$ cat config.mk
export PLATFORM = sky130hd
export DESIGN_NAME = lci_sequencer
export DESIGN_NICKNAME = d
export VERILOG_FILES = /design/src/rtl/lci_pkg.sv /design/src/rtl/lci_sequencer.sv
export SDC_FILE = /design/constraint.sdc
export NUM_CORES = 1
export LEC_CHECK = 0
export BUFFER_PORTS_ARGS = -buffer_cell sky130_fd_sc_hd__buf_4
export CAP_MARGIN = 20
export CORE_ASPECT_RATIO = 0.75
export CORE_UTILIZATION = 52
export DETAILED_ROUTE_END_ITERATION = 12
export PLACE_DENSITY = 0.78
export SYNTH_ARGS = -nofsm -noshare
export SYNTH_HDL_FRONTEND = slang
export SYNTH_SLANG_ARGS = --single-unit
$ cat constraint.sdc
create_clock -name clk -period 7.2 [get_ports clk]
set_input_delay 1.44 -clock clk [delete_from_list [all_inputs] [get_ports clk]]
set_output_delay 1.44 -clock clk [all_outputs]
set_load 0.02 [all_outputs]
$ cat src/rtl/lci_pkg.sv
// package of constants and carrier types for the cutoff interlock sequencer
package lci_pkg;

	// timing
	localparam int unsigned ClkMhz = 100;
	localparam int unsigned StartSec = 187;
	localparam int unsigned EndSec = 6;
	localparam int unsigned DestructOnSec = 17;
	localparam int unsigned WindowOffMs = 50;
	localparam int unsigned EdsOnDeciSec = 89;
	localparam int unsigned StaggerMs = 100;
	localparam int unsigned CyclesPerMs = ClkMhz * 1000;
	localparam int unsigned StaggerCycles = StaggerMs * CyclesPerMs;

	// count of automatic cutoff interlocks
	localparam int unsigned NumAuto = 6;
	localparam int unsigned NumEng = 5;

	// register byte offsets
	localparam logic [7:0] RegCtrl = 8'h00;
	localparam logic [7:0] RegStatus = 8'h04;
	localparam logic [7:0] RegIrqStat = 8'h08;
	localparam logic [7:0] RegIrqMask = 8'h0C;
	localparam logic [7:0] RegCause = 8'h10;
	localparam logic [7:0] RegTime = 8'h14;

	// ctrl bits
	localparam int unsigned CtrlArm = 0;
	localparam int unsigned CtrlRearm = 1;

	// interrupt bit positions
	localparam int unsigned IrqStart = 0;
	localparam int unsigned IrqCutoff = 1;
	localparam int unsigned IrqDone = 2;
	localparam int unsigned IrqW = 3;

	// cause bit positions
	localparam int unsigned CauseManual = 0;
	localparam int unsigned CauseStage = 1;
	localparam int unsigned CauseFuel = 2;
	localparam int unsigned CauseSupply = 3;
	localparam int unsigned CauseVolt = 4;
	localparam int unsigned CauseEds = 5;
	localparam int unsigned CauseIu = 6;
	localparam int unsigned CauseW = 7;

	// engine masks: bit0 = engine 1
	localparam logic [4:0] GroupNormalFirst = 5'h15;
	localparam logic [4:0] GroupPreferFirst = 5'h1A;
	localparam logic [4:0] AllEngines = 5'h1F;
	localparam logic [4:0] PreferTrigger = 5'h0A;

	localparam logic [31:0] ZeroWord = 32'h00000000;

	typedef enum logic [3:0] {
		LciIdle = 4'h1,
		LciRun = 4'h2,
		LciCut = 4'h4,
		LciDone = 4'h8
	} lci_state_t;

	// sensor inputs from the stage, instrument unit and spacecraft
	typedef struct packed {
		logic manualCutoff;
		logic umbilicalSep;
		logic prepComplete;
		logic fireEnable;
		logic internalShutdown;
		logic [1:0] destructFault;
		logic [4:0] fuelValveA;
		logic [4:0] fuelValveB;
		logic hypergolRupture;
		logic supplyFault;
		logic stageMainBusFault;
		logic stageInstrBusFault;
		logic [2:0] scManualCutoff;
		logic [2:0] votingBusOk;
		logic iuReady;
	} lci_sense_t;

	typedef struct packed {
		lci_state_t state;
		logic armed;
		logic [31:0] cycCnt;
		logic [31:0] tenths;
		logic [CauseW-1:0] cause;
		logic [4:0] shutdown;
		logic [4:0] secondGroup;
		logic [31:0] stagger;
		logic [IrqW-1:0] irqStat;
		logic [IrqW-1:0] irqMask;
		logic ack;
		logic [31:0] rdat;
	} lci_regs_t;

endpackage : lci_pkg

$ cat src/rtl/lci_sequencer.sv
// terminal countdown sequencer with start and cutoff interlocks
`timescale 1ns/100ps

// What this block does
// - start on count pulse when three interlocks active
// - run automatically from start to plus six
// - preparation summation is AND of readiness inputs
// - no hold; only a cutoff stops it
// - manual cutoff honoured start to umbilical separation
// - any of six automatic interlocks stops it
// - internal shutdown or destruct fault cuts off
// - destruct check only minus seventeen to minus fifty
// - fuel valve premature or mismatched opening cuts off
// - three engines first, two after 100 ms
// - engine 2 or 4 fault: 2,4,5 first
// - otherwise 1,3,5 first then 2,4
// - sequencer supply fault cuts off
// - main or instrumentation bus fault cuts off
// - emergency detection armed minus 8.9 to minus fifty
// - instrument unit ready loss cuts off same window
module lci_sequencer import lci_pkg::*; #(
	parameter int unsigned StaggerLen = StaggerCycles,
	parameter int unsigned TenthLen = CyclesPerMs * 100,
	parameter int unsigned ReadyWidth = 8
) (
	// clock and reset
	input wire logic clk,
	input wire logic arst_n,
	// wishbone slave
	input wire logic wb_cyc_i,
	input wire logic wb_stb_i,
	input wire logic wb_we_i,
	input wire logic [7:0] wb_adr_i,
	input wire logic [3:0] wb_sel_i,
	input wire logic [31:0] wb_dat_i,
	output logic [31:0] wb_dat_o,
	output logic wb_ack_o,
	// countdown clock start pulse
	input wire logic startPulse,
	// readiness conditions summed into preparation complete
	input wire logic [ReadyWidth-1:0] readyItems,
	// stage, instrument unit and spacecraft pins
	input wire lci_sense_t sense,
	// outputs
	output logic [4:0] engineShutdown,
	output logic cutoffCmd,
	output logic running,
	output logic irq
);

	localparam logic [31:0] StartTenths = 32'(StartSec * 10);
	localparam logic [31:0] EndTenths = 32'((StartSec + EndSec) * 10);
	localparam logic [31:0] DestructOn = 32'((StartSec - DestructOnSec) * 10);
	localparam logic [31:0] EdsOn = 32'(StartSec * 10 - EdsOnDeciSec);
	// minus fifty ms falls inside the last tenth before zero; half a tenth kept as cycle count
	localparam logic [31:0] WinOffTenths = 32'(StartSec * 10 - 1);
	localparam logic [31:0] WinOffCyc = 32'(TenthLen / 2);
	localparam logic [31:0] TenthLast = 32'(TenthLen - 1);
	localparam logic [31:0] StaggerLast = 32'(StaggerLen - 1);

	// pin inputs pass two flops before use
	lci_sense_t senseM, senseS;
	logic startM, startS, startS2;
	logic [ReadyWidth-1:0] readyM, readyS;

	always_ff @(posedge clk or negedge arst_n) begin
		if (!arst_n) begin
			senseM <= '0;
			senseS <= '0;
			startM <= 1'b0;
			startS <= 1'b0;
			startS2 <= 1'b0;
			readyM <= '0;
			readyS <= '0;
		end else begin
			senseM <= sense;
			senseS <= senseM;
			startM <= startPulse;
			startS <= startM;
			startS2 <= startS;
			readyM <= readyItems;
			readyS <= readyM;
		end
	end

	lci_regs_t q, d;

	logic prepOk, startEdge, inRun, destructWin, edsWin;
	logic stageCut, fuelCut, voltCut, edsCut, iuCut, manualCut;
	logic [4:0] fuelBad;
	logic [CauseW-1:0] newCause;
	logic anyCut, busReq, wrStb;
	logic [IrqW-1:0] events;

	assign prepOk = &readyS;
	assign startEdge = startS & ~startS2;
	assign inRun = (q.state == LciRun);
	assign destructWin = (q.tenths >= DestructOn) &&
		((q.tenths < WinOffTenths) || (q.tenths == WinOffTenths && q.cycCnt < WinOffCyc));
	assign edsWin = (q.tenths >= EdsOn) &&
		((q.tenths < WinOffTenths) || (q.tenths == WinOffTenths && q.cycCnt < WinOffCyc));

	assign manualCut = senseS.manualCutoff & ~senseS.umbilicalSep;
	assign stageCut = senseS.internalShutdown | (destructWin & (|senseS.destructFault));
	assign fuelBad = (senseS.fuelValveA & senseS.fuelValveB & {NumEng{~senseS.hypergolRupture}}) |
		(senseS.fuelValveA ^ senseS.fuelValveB);
	assign fuelCut = |fuelBad;
	assign voltCut = senseS.stageMainBusFault | senseS.stageInstrBusFault;
	assign edsCut = edsWin & ((|senseS.scManualCutoff) | ~(&senseS.votingBusOk));
	assign iuCut = edsWin & ~senseS.iuReady;

	always_comb begin
		newCause = '0;
		newCause[CauseManual] = manualCut;
		newCause[CauseStage] = stageCut;
		newCause[CauseFuel] = fuelCut;
		newCause[CauseSupply] = senseS.supplyFault;
		newCause[CauseVolt] = voltCut;
		newCause[CauseEds] = edsCut;
		newCause[CauseIu] = iuCut;
	end
	assign anyCut = |newCause;

	assign busReq = wb_cyc_i & wb_stb_i & ~q.ack;
	assign wrStb = busReq & wb_we_i & wb_sel_i[0];

	always_comb begin
		d = q;
		events = '0;
		d.ack = busReq;
		// run timekeeping in tenths of a second since start
		if (inRun) begin
			if (q.cycCnt == TenthLast) begin
				d.cycCnt = ZeroWord;
				d.tenths = q.tenths + 32'h00000001;
			end else begin
				d.cycCnt = q.cycCnt + 32'h00000001;
			end
		end
		unique case (q.state)
			LciIdle: begin
				if (startEdge && q.armed && prepOk && senseS.fireEnable) begin
					d.state = LciRun;
					d.cycCnt = ZeroWord;
					d.tenths = ZeroWord;
					d.cause = '0;
					events[IrqStart] = 1'b1;
				end
			end
			LciRun: begin
				// no hold path: only cutoff or completion leaves this state
				if (anyCut) begin
					d.state = LciCut;
					d.cause = newCause;
					d.stagger = ZeroWord;
					events[IrqCutoff] = 1'b1;
					if (fuelCut && (|(fuelBad & PreferTrigger)) && !(|(fuelBad & ~PreferTrigger))) begin
						d.shutdown = GroupPreferFirst;
						d.secondGroup = AllEngines & ~GroupPreferFirst;
					end else begin
						d.shutdown = GroupNormalFirst;
						d.secondGroup = AllEngines & ~GroupNormalFirst;
					end
				end else if (q.tenths >= EndTenths) begin
					d.state = LciDone;
					events[IrqDone] = 1'b1;
				end
			end
			LciCut: begin
				if (q.secondGroup != 5'h00) begin
					if (q.stagger == StaggerLast) begin
						d.shutdown = AllEngines;
						d.secondGroup = 5'h00;
					end else begin
						d.stagger = q.stagger + 32'h00000001;
					end
				end
			end
			LciDone: begin
			end
		endcase
		// bus writes
		if (wrStb) begin
			unique case (wb_adr_i)
				RegCtrl: begin
					d.armed = wb_dat_i[CtrlArm];
					if (wb_dat_i[CtrlRearm] && q.state != LciRun) begin
						d.state = LciIdle;
						d.shutdown = 5'h00;
						d.secondGroup = 5'h00;
					end
				end
				RegIrqStat: d.irqStat = q.irqStat & ~wb_dat_i[IrqW-1:0];
				RegIrqMask: d.irqMask = wb_dat_i[IrqW-1:0];
				default: begin
				end
			endcase
		end
		// set wins over clear
		d.irqStat = d.irqStat | events;
		d.rdat = ZeroWord;
		if (busReq && !wb_we_i) begin
			unique case (wb_adr_i)
				RegCtrl: d.rdat[0] = q.armed;
				RegStatus: d.rdat = {27'h0, prepOk, q.state};
				RegIrqStat: d.rdat[IrqW-1:0] = q.irqStat;
				RegIrqMask: d.rdat[IrqW-1:0] = q.irqMask;
				RegCause: d.rdat = {19'h0, q.shutdown, 1'b0, q.cause};
				RegTime: d.rdat = q.tenths;
				default: d.rdat = ZeroWord;
			endcase
		end
	end

	always_ff @(posedge clk or negedge arst_n) begin
		if (!arst_n) begin
			q <= '{state: LciIdle, default: '0};
		end else begin
			q <= d;
		end
	end

	assign wb_ack_o = q.ack;
	assign wb_dat_o = q.rdat;
	assign engineShutdown = q.shutdown;
	assign cutoffCmd = (q.state == LciCut);
	assign running = inRun;
	assign irq = |(q.irqStat & q.irqMask);

endmodule : lci_sequencer

Word level (Yosys, flattened, before mapping)
Cells that the tools add are included.
{"block": "word_totals", "word_cells": 160, "output_inout_bits": 41, "ff_bits": 230, "input_bits": 86}
{"block": "classes", "n_lt_le_gt_ge": 5, "n_bitwise": 26, "add_sub_neg": 3, "n_reduce_logical": 30, "muxes": 35, "n_eq_ne": 16}
{"op": "$mux 32", "count": 4}
{"op": "$mux 64", "count": 2}
{"op": "$add 32x1->32 const B", "count": 3}
{"op": "$ge 32x11->1 const B", "count": 3}
{"op": "$pmux 29 s3", "count": 1}
{"op": "$pmux 42 s2", "count": 1}
{"op": "$mux 71", "count": 1}
{"op": "$eq 32x24->1 const B", "count": 2}
{"op": "$mux 49", "count": 1}
{"op": "$mux 42", "count": 1}
{"op": "$mux 10", "count": 4}
{"op": "$eq 32x11->1 const B", "count": 1}
{"op": "$lt 32x11->1 const B", "count": 1}
{"op": "$lt 32x23->1 const B", "count": 1}
{"op": "$eq 8x4->1 const B", "count": 2}
{"op": "$eq 8x5->1 const B", "count": 2}
{"op": "$mux 4", "count": 4}
{"op": "$pmux 7 s2", "count": 1}
{"op": "$reduce_or 11->1", "count": 1}
{"op": "$and 5x5->5", "count": 2}
{"op": "$logic_and 1x1->1", "count": 10}
{"op": "$mux 5", "count": 2}
{"op": "$pmux 2 s5", "count": 1}
{"op": "$and 1x1->1", "count": 9}
{"op": "33 further kinds", "count": 55}

Longest topological paths before layout
Gate-level depths: netlist (run 1).
{"block": "logic_depth", "word_depth": 12, "ltp_mapped": 10, "ltp_nobuf": 8}

Worst setup path before layout (run 1)
No wires, ideal clock.
{"block": "synth_path", "path_type": "input to register", "start": "input port wb_adr_i[5]", "end": "register q[33] (netlist name)", "setup_time_ns": 0.129, "n_path_buf": 0, "required_ns": 7.071, "slack_ns": 3.920, "arrival_time_ns": 3.151, "stages": 6, "cell_sequence": "or4_1 nor4b_1 nand4_1 or2_0 nand2_1 o21ai_0"}
{"block": "synth_via", "elab_chain_len": 2}
{"item": "from (decl)", "line": "lci_sequencer.sv:33", "rtl": "input wire logic [7:0] wb_adr_i,"}
{"item": "$eq 8x4->1", "line": "lci_sequencer.sv:184", "rtl": "unique case (wb_adr_i)"}
{"item": "$reduce_and 2->1 (no line)"}
{"item": "to (signal assigned)", "line": "lci_sequencer.sv:217", "rtl": "q <= '{state: LciIdle, default: '0};"}
{"item": "to (signal assigned)", "line": "lci_sequencer.sv:219", "rtl": "q <= d;"}
{"item": "to (decl)", "line": "lci_sequencer.sv:86", "rtl": "lci_regs_t q, d;"}
Every way passes these cells.
A chain may end at the register's enable or synchronous reset.

Final worst setup path (run 1)
{"block": "layout_path", "start": "register q[155] (netlist name)", "end": "output port running"}
{"block": "layout_via", "elab_chain_len": 1}
{"item": "$eq 4x2->1", "line": "lci_sequencer.sv:97", "rtl": "assign inRun = (q.state == LciRun);"}
{"item": "to (decl)", "line": "lci_sequencer.sv:47", "rtl": "output logic running,"}
Every way passes these cells.

==> results of run 1 <==
-- metrics by stage --
| stage | utilization, % | instances |
|---|---|---|
| 6_report | 60.7 | 1290 |
| 5_1_grt | 60.7 | 1290 |
| 4_1_cts | 60.5 | 1287 |
| 3_5_place_dp | 56.5 | 1247 |
| 3_3_place_gp | 56.5 | 1246 |
| 2_1_floorplan | - | 971 |
-- layout make-up --
| class | count | share of cell area [%] |
|---|---|---|
| Tap cell | 253 | 2.69 |
| Clock inverter | 12 | 1.16 |
| Inverter | 24 | 0.766 |
| Clock buffer | 28 | 5.31 |
| Multi-Input combinational cell | 638 | 34.2 |
| Timing Repair Buffer | 105 | 6.90 |
| Sequential cell | 230 | 49.0 |
-- how the worst min path moves through the flow --
| stage | startpoint | endpoint |
|---|---|---|
| floorplan | senseM[9] | newCause[3] |
| global placement | senseM[19] | senseS[19] |
| detailed placement | senseM[19] | senseS[19] |
| CTS | senseM[3] | senseS[3] |
| global route | senseM[21] | senseS[21] |
| finish | senseM[19] | senseS[19] |
-- sequential cells by signal, summed over array words and instances, names as in the netlist, 5 cells and up --
name	count
readyM	8
readyS	8
q	119
senseS	26
senseM	27
wb_dat_o	32
engineShutdown	5
-- metal layers --
metal | routed length [um] | track usage (%) | vias up
li1 | - | - | 3539
met3 | 1830 | 4.50 | 28
met4 | 323 | 4.53 | 0
met2 | 9090 | 30.7 | 280
met1 | 10400 | 34.5 | 3591
met5 | 0 | 0 | -
-- power breakdown --
part,internal [mW],leakage [nW],switching (mW)
Sequential,1.31,3.01,0.00745
Combinational,0.0267,2.03,0.0385
Clock,0.695,0.359,0.493
-- worst max-delay path: stages, from the launching register on --
cell and delay [ns]:
dfrtp_1 0.44, or4b_1 0.67, inv_2 0.30, buf_4 0.21
-- kinds of logic (layout without fill, tap and decap cells) --
| group | after synthesis | in the layout | share of synthesized area [%] |
|---|---|---|---|
| XOR/XNOR | 71 | 71 | 6.03 |
| flip-flops | 230 | 230 | 55.9 |
| multiplexers | 17 | 17 | 1.70 |
| AND/OR/NAND/NOR | 429 | 429 | 22.8 |
| AO/OA/AOI/OAI | 111 | 111 | 7.18 |
| adder cells (fa/ha/maj) | 10 | 10 | 1.21 |
| buffers and inverters | 103 | 169 | 5.20 |
-- synthesized netlist by cell type (3+ instances only) --
master	instances	area (um^2)
a21oi_1	23	115
a22oi_1	15	113
a31o_2	4	35.0
and2_1	7	43.8
and3_1	33	206
and4_1	15	131
and4b_1	4	40.0
buf_1	5	18.8
buf_4	37	278
clkbuf_1	34	128
dfrtp_1	229	5730
ha_1	10	125
inv_1	23	86.3
mux2_2	4	45.0
mux2i_1	13	130
nand2_1	71	267
nand2b_1	4	25.0
nand3_1	33	165
nand4_1	37	231
nor2_1	106	398
nor3_1	22	110
nor4_1	38	238
nor4b_1	13	114
nor4bb_1	5	50.1
o2111ai_1	4	35.0
o211ai_1	4	30.0
o21a_1	4	30.0
o21ai_0	30	150
o31a_1	3	26.3
or3_1	12	75.1
or4_1	9	67.6
or4_4	3	33.8
xnor2_1	47	412
xor2_1	24	210
==> flow_metrics.tcl, run 1 <==
set metrics [dict create \
    ir_drop_mv 0.155 \
    initial_utilization_pct 53.2 \
    r2r_start "q[155]" \
    die-area_um2 20400 \
    skew_ns 0.0128 \
    crit_start "q[155]" \
    required_ns 5.76 \
    hold_path_class "reg2reg" \
    rsz0062_at_grt "no" \
    clock-sinks 230 \
    fin_setup_tns_ns 0 \
    nNetsFinal 1118 \
    critical_path.max_fanout 15 \
    dpl_cell_area_um2 11000 \
    post-route-min-period_ns 3.57 \
    r2r_cells 7 \
    firstDrtPassIters 7 \
    final_cell_mix "229 x dfrtp_1, 106 x nor2_1, 101 x buf_4" \
    synthArstFlopShare_pct 100 \
    synthFlopType "dfrtp_1" \
    p_leak_nw 5.40 \
    cts_hold_buffers 0 \
    hold_depth 0 \
    total_power_mw 2.57 \
    fin_area_um2 11800 \
    max-slew-margin-rel_pct 33.1 \
    drtAntennaViolNets 0 \
    setup_viol 0 \
    pre_cts_ws_ns 3.41 \
    period_share_pct 49.6 \
    antenna_cells 0 \
    area_delta_synth_final_pct 14.1 \
    start_kind "register" \
    port_buffers 93 \
    drive_gt1_share_pct 15.8 \
    wire_per_inst_um 16.8 \
    syn_area_um2 10300 \
    cts_setup_buffers 0 \
    ctsResizeCount 0 \
    die_h_um 124 \
    ys_seq_area_share_pct 55.9 \
    r2r_end "q[116]" \
    hold_violations 0 \
    io_pins 127 \
    drv_cap 0 \
    final_common_cell "dfrtp_1" \
    synth_seq_cells 230 \
    ff_latch_area_um2 5760 \
    cts_tree "done" \
    cts-htree-levels 1 \
    antenna_found_initial 0 \
    fill_cells 1565 \
    routabilityCongestion 0.938 \
    cts_buffers 23 \
    die_w_um 165 \
    tightest_slew_ns 1.00 \
    syn_area_per_cell_um2 10.6 \
    grt_pass1_vias 6780 \
    synthCells 971 \
    cts_root_buf "clkbuf_16" \
    cts.path.max_buffers 3 \
    grt-ovfl-total 0 \
    slew_violations 0 \
    fmax_ghz 0.280 \
    dp_hpwl_mm 14.8 \
    route.detailed.drc 0 \
    critPathCapture "running" \
    grt_max_degree 91 \
    crit_type "reg2out" \
    rrSetupSlack_ns 3.70 \
    syn_nets 1067 \
    grt.total_usage_pct 21.8 \
    core_area_um2 19400 \
    setup.worst_path.end_class "output pin" \
    vias 7438 \
    synth_cell_types 70 \
    wl_mm 21.6 \
    grt_pass1_wl_mm 35.5 \
    avgViaCountPerCell 5.77 \
    clock_latency_ns 0.51 \
    yosysWarnings 0 \
    setup_ws_ns 3.63 \
    status "completed" \
    path_clk_slew_ns 0.06 \
    synth_edf_count 0 \
    power_density_nw_per_um2 219 \
    critPathArrivalTime_ns 2.13 \
    worst_hold_slack_ns 0.347 \
    drt-initial-drc-count 793 \
    multi_input_area_um2 4020 \
    rows 44 \
]
No activity file was read; power rests on OpenSTA's default activity.
==> run 2, diff against run 1 <==
==> constraint.sdc (replaced) <==
create_clock -name clk -period 3.45 [get_ports clk]
set_input_delay 0.69 -clock clk [delete_from_list [all_inputs] [get_ports clk]]
set_output_delay 0.69 -clock clk [all_outputs]
set_load 0.02 [all_outputs]
==> run 2 against run 1 <==
Sequential power grew 110%; critical path depth grew 3; setup slack worse by 3.4 ns; sequential share of layout area decreased by 0.76 points; total power up 120%; cell count grew 1.2%; first-iteration DRC count down 2.8%; core utilization increased by 0.96 points; non-clock buffer count grew 16; via count is 3.1% higher; clock skew down 0.0059 ns.
==> flow_metrics.tcl, run 2 (same netlist as run 1, synthesis figures left out) <==
set metrics [dict create \
    die_w_um 165 \
    drtAntennaViolNets 0 \
    hold_path_class "in2async" \
    ir_drop_mv 0.425 \
    drive_gt1_share_pct 16.9 \
    fmax_ghz 0.314 \
    cts_root_buf "clkbuf_16" \
    vias 7665 \
    cts_hold_buffers 0 \
    core_area_um2 19400 \
    post-route-min-period_ns 3.18 \
    path_cells "or4_4 -> or4_4 -> or4_4 -> or3_4 -> or4_1 -> nand2_1" \
    crit_type "reg2reg" \
    rows 44 \
    p_leak_nw 5.53 \
    routabilityCongestion 0.927 \
    die-area_um2 20400 \
    setup_viol 0 \
    largest_reg_flops 119 \
    grt_pass1_vias 7215 \
    path_clk_slew_ns 0.06 \
    cts.path.max_buffers 3 \
    ctsResizeCount 0 \
    slew_violations 0 \
    grt_max_degree 83 \
    initial_utilization_pct 53.2 \
    r2r_start "q[147]" \
    avgViaCountPerCell 5.87 \
    start_kind "register" \
    critPathArrivalTime_ns 3.62 \
    wl_mm 23.1 \
    ff_latch_area_um2 5760 \
    required_ns 3.89 \
    dp_hpwl_mm 16.0 \
    power_density_nw_per_um2 467 \
    grt_pass1_wl_mm 37.0 \
    r2r_cells 6 \
    top_register "q" \
    final_common_cell "dfrtp_1" \
    tightest_slew_ns 0.816 \
    critical_path.max_fanout 17 \
    route.detailed.drc 0 \
    grt-ovfl-total 0 \
    rrSetupSlack_ns 0.27 \
    skew_ns 0.00689 \
    firstDrtPassIters 6 \
    period_share_pct 92.2 \
    port_buffers 93 \
    area_delta_synth_final_pct 15.9 \
    grt.total_usage_pct 22.9 \
    fin_setup_tns_ns 0 \
    cts-htree-levels 1 \
    drv_cap 0 \
    io_pins 127 \
    max-slew-margin-rel_pct 45.6 \
    final_cell_mix "229 x dfrtp_1, 118 x buf_4, 106 x nor2_1" \
    nNetsFinal 1134 \
    antenna_found_initial 0 \
    rsz0062_at_grt "no" \
    setup.worst_path.end_class "register" \
    multi_input_area_um2 4020 \
    die_h_um 124 \
    antenna_cells 0 \
    fill_cells 1548 \
    hold_violations 0 \
    status "completed" \
    cts_setup_buffers 0 \
    clock_latency_ns 0.50 \
    cts_buffers 23 \
    crit_path_frequent_cell "or4_4" \
    clock-sinks 230 \
    cpPeakStageDelay_ns 0.63 \
    cts_tree "done" \
    r2r_end "q[114]" \
    cp_slowest_cell "or4_4" \
    final_core_util_pct 61.6 \
    drt-initial-drc-count 771 \
    wire_per_inst_um 17.7 \
]
[run 2: cell types whose count changed in the layout (fill, tap and decap cells not counted), sizes merged]
| cell | delta |
|---|---|
| clkinv | +1 |
| clkinvlp | -4 |
| bufinv | +3 |
| inv | -2 |
| buf | +17 |
[run 2: worst max-delay path by stage]
stage,cells after the start,end,from,slack (ns)
floorplan,5,q[59],q[154],0.44
global placement,6,q[114],q[147],0.32
detailed placement,6,q[114],q[146],0.30
CTS,6,q[114],q[147],0.28
global route,6,q[114],q[147],0.20
finish,6,q[114],q[147],0.27
[run 2: area by class of cell]
cell class                 count  area share [%]
clock buffer                  29            5.34
clock inverter                10            1.52
inverter                      24           0.754
multi-input combinational    638            33.7
sequential                   230            48.2
tap                          253            2.65
timing repair buffer         121            7.88
[run 2: report_power, final]
group,leakage [nW],internal (mW),total (mW),switching (mW)
clock network,0.401,1.68,2.68,1.00
logic,2.11,0.0567,0.140,0.0835
registers,3.01,2.74,2.76,0.0165
total,5.53,4.48,5.58,1.10
[run 2: per-layer routing]
metal  vias up  share of wire, %  GRT usage, %  wire [um]
met5         -                 0             0          0
met4         0               2.2          5.91        518
met3        42               7.9          4.43       1820
met2       305                43          33.0       9870
met1      3757                47          35.3      10900
li1       3561                 -             -          -
[run 2: per-stage QoR]
stage	area, um^2	hold WS [ns]	worst slack (ns)	power (mW)	std cells
final	11900	0.0645	0.270	5.58	1305
after global routing	11900	0.0839	0.201	5.76	1305
after CTS	11900	0.0736	0.283	5.64	1305
after detailed placement	11100	0.335	0.303	2.95	1266
after global placement	11100	0.332	0.325	2.95	1266
after floorplan	10300	0.331	0.435	2.83	971
[run 2: worst max-delay path, delay by kind of cell (launching register included)]
family | cells | cell delay [ns]
flops | 1 | 0.41
simple gates | 6 | 2.70
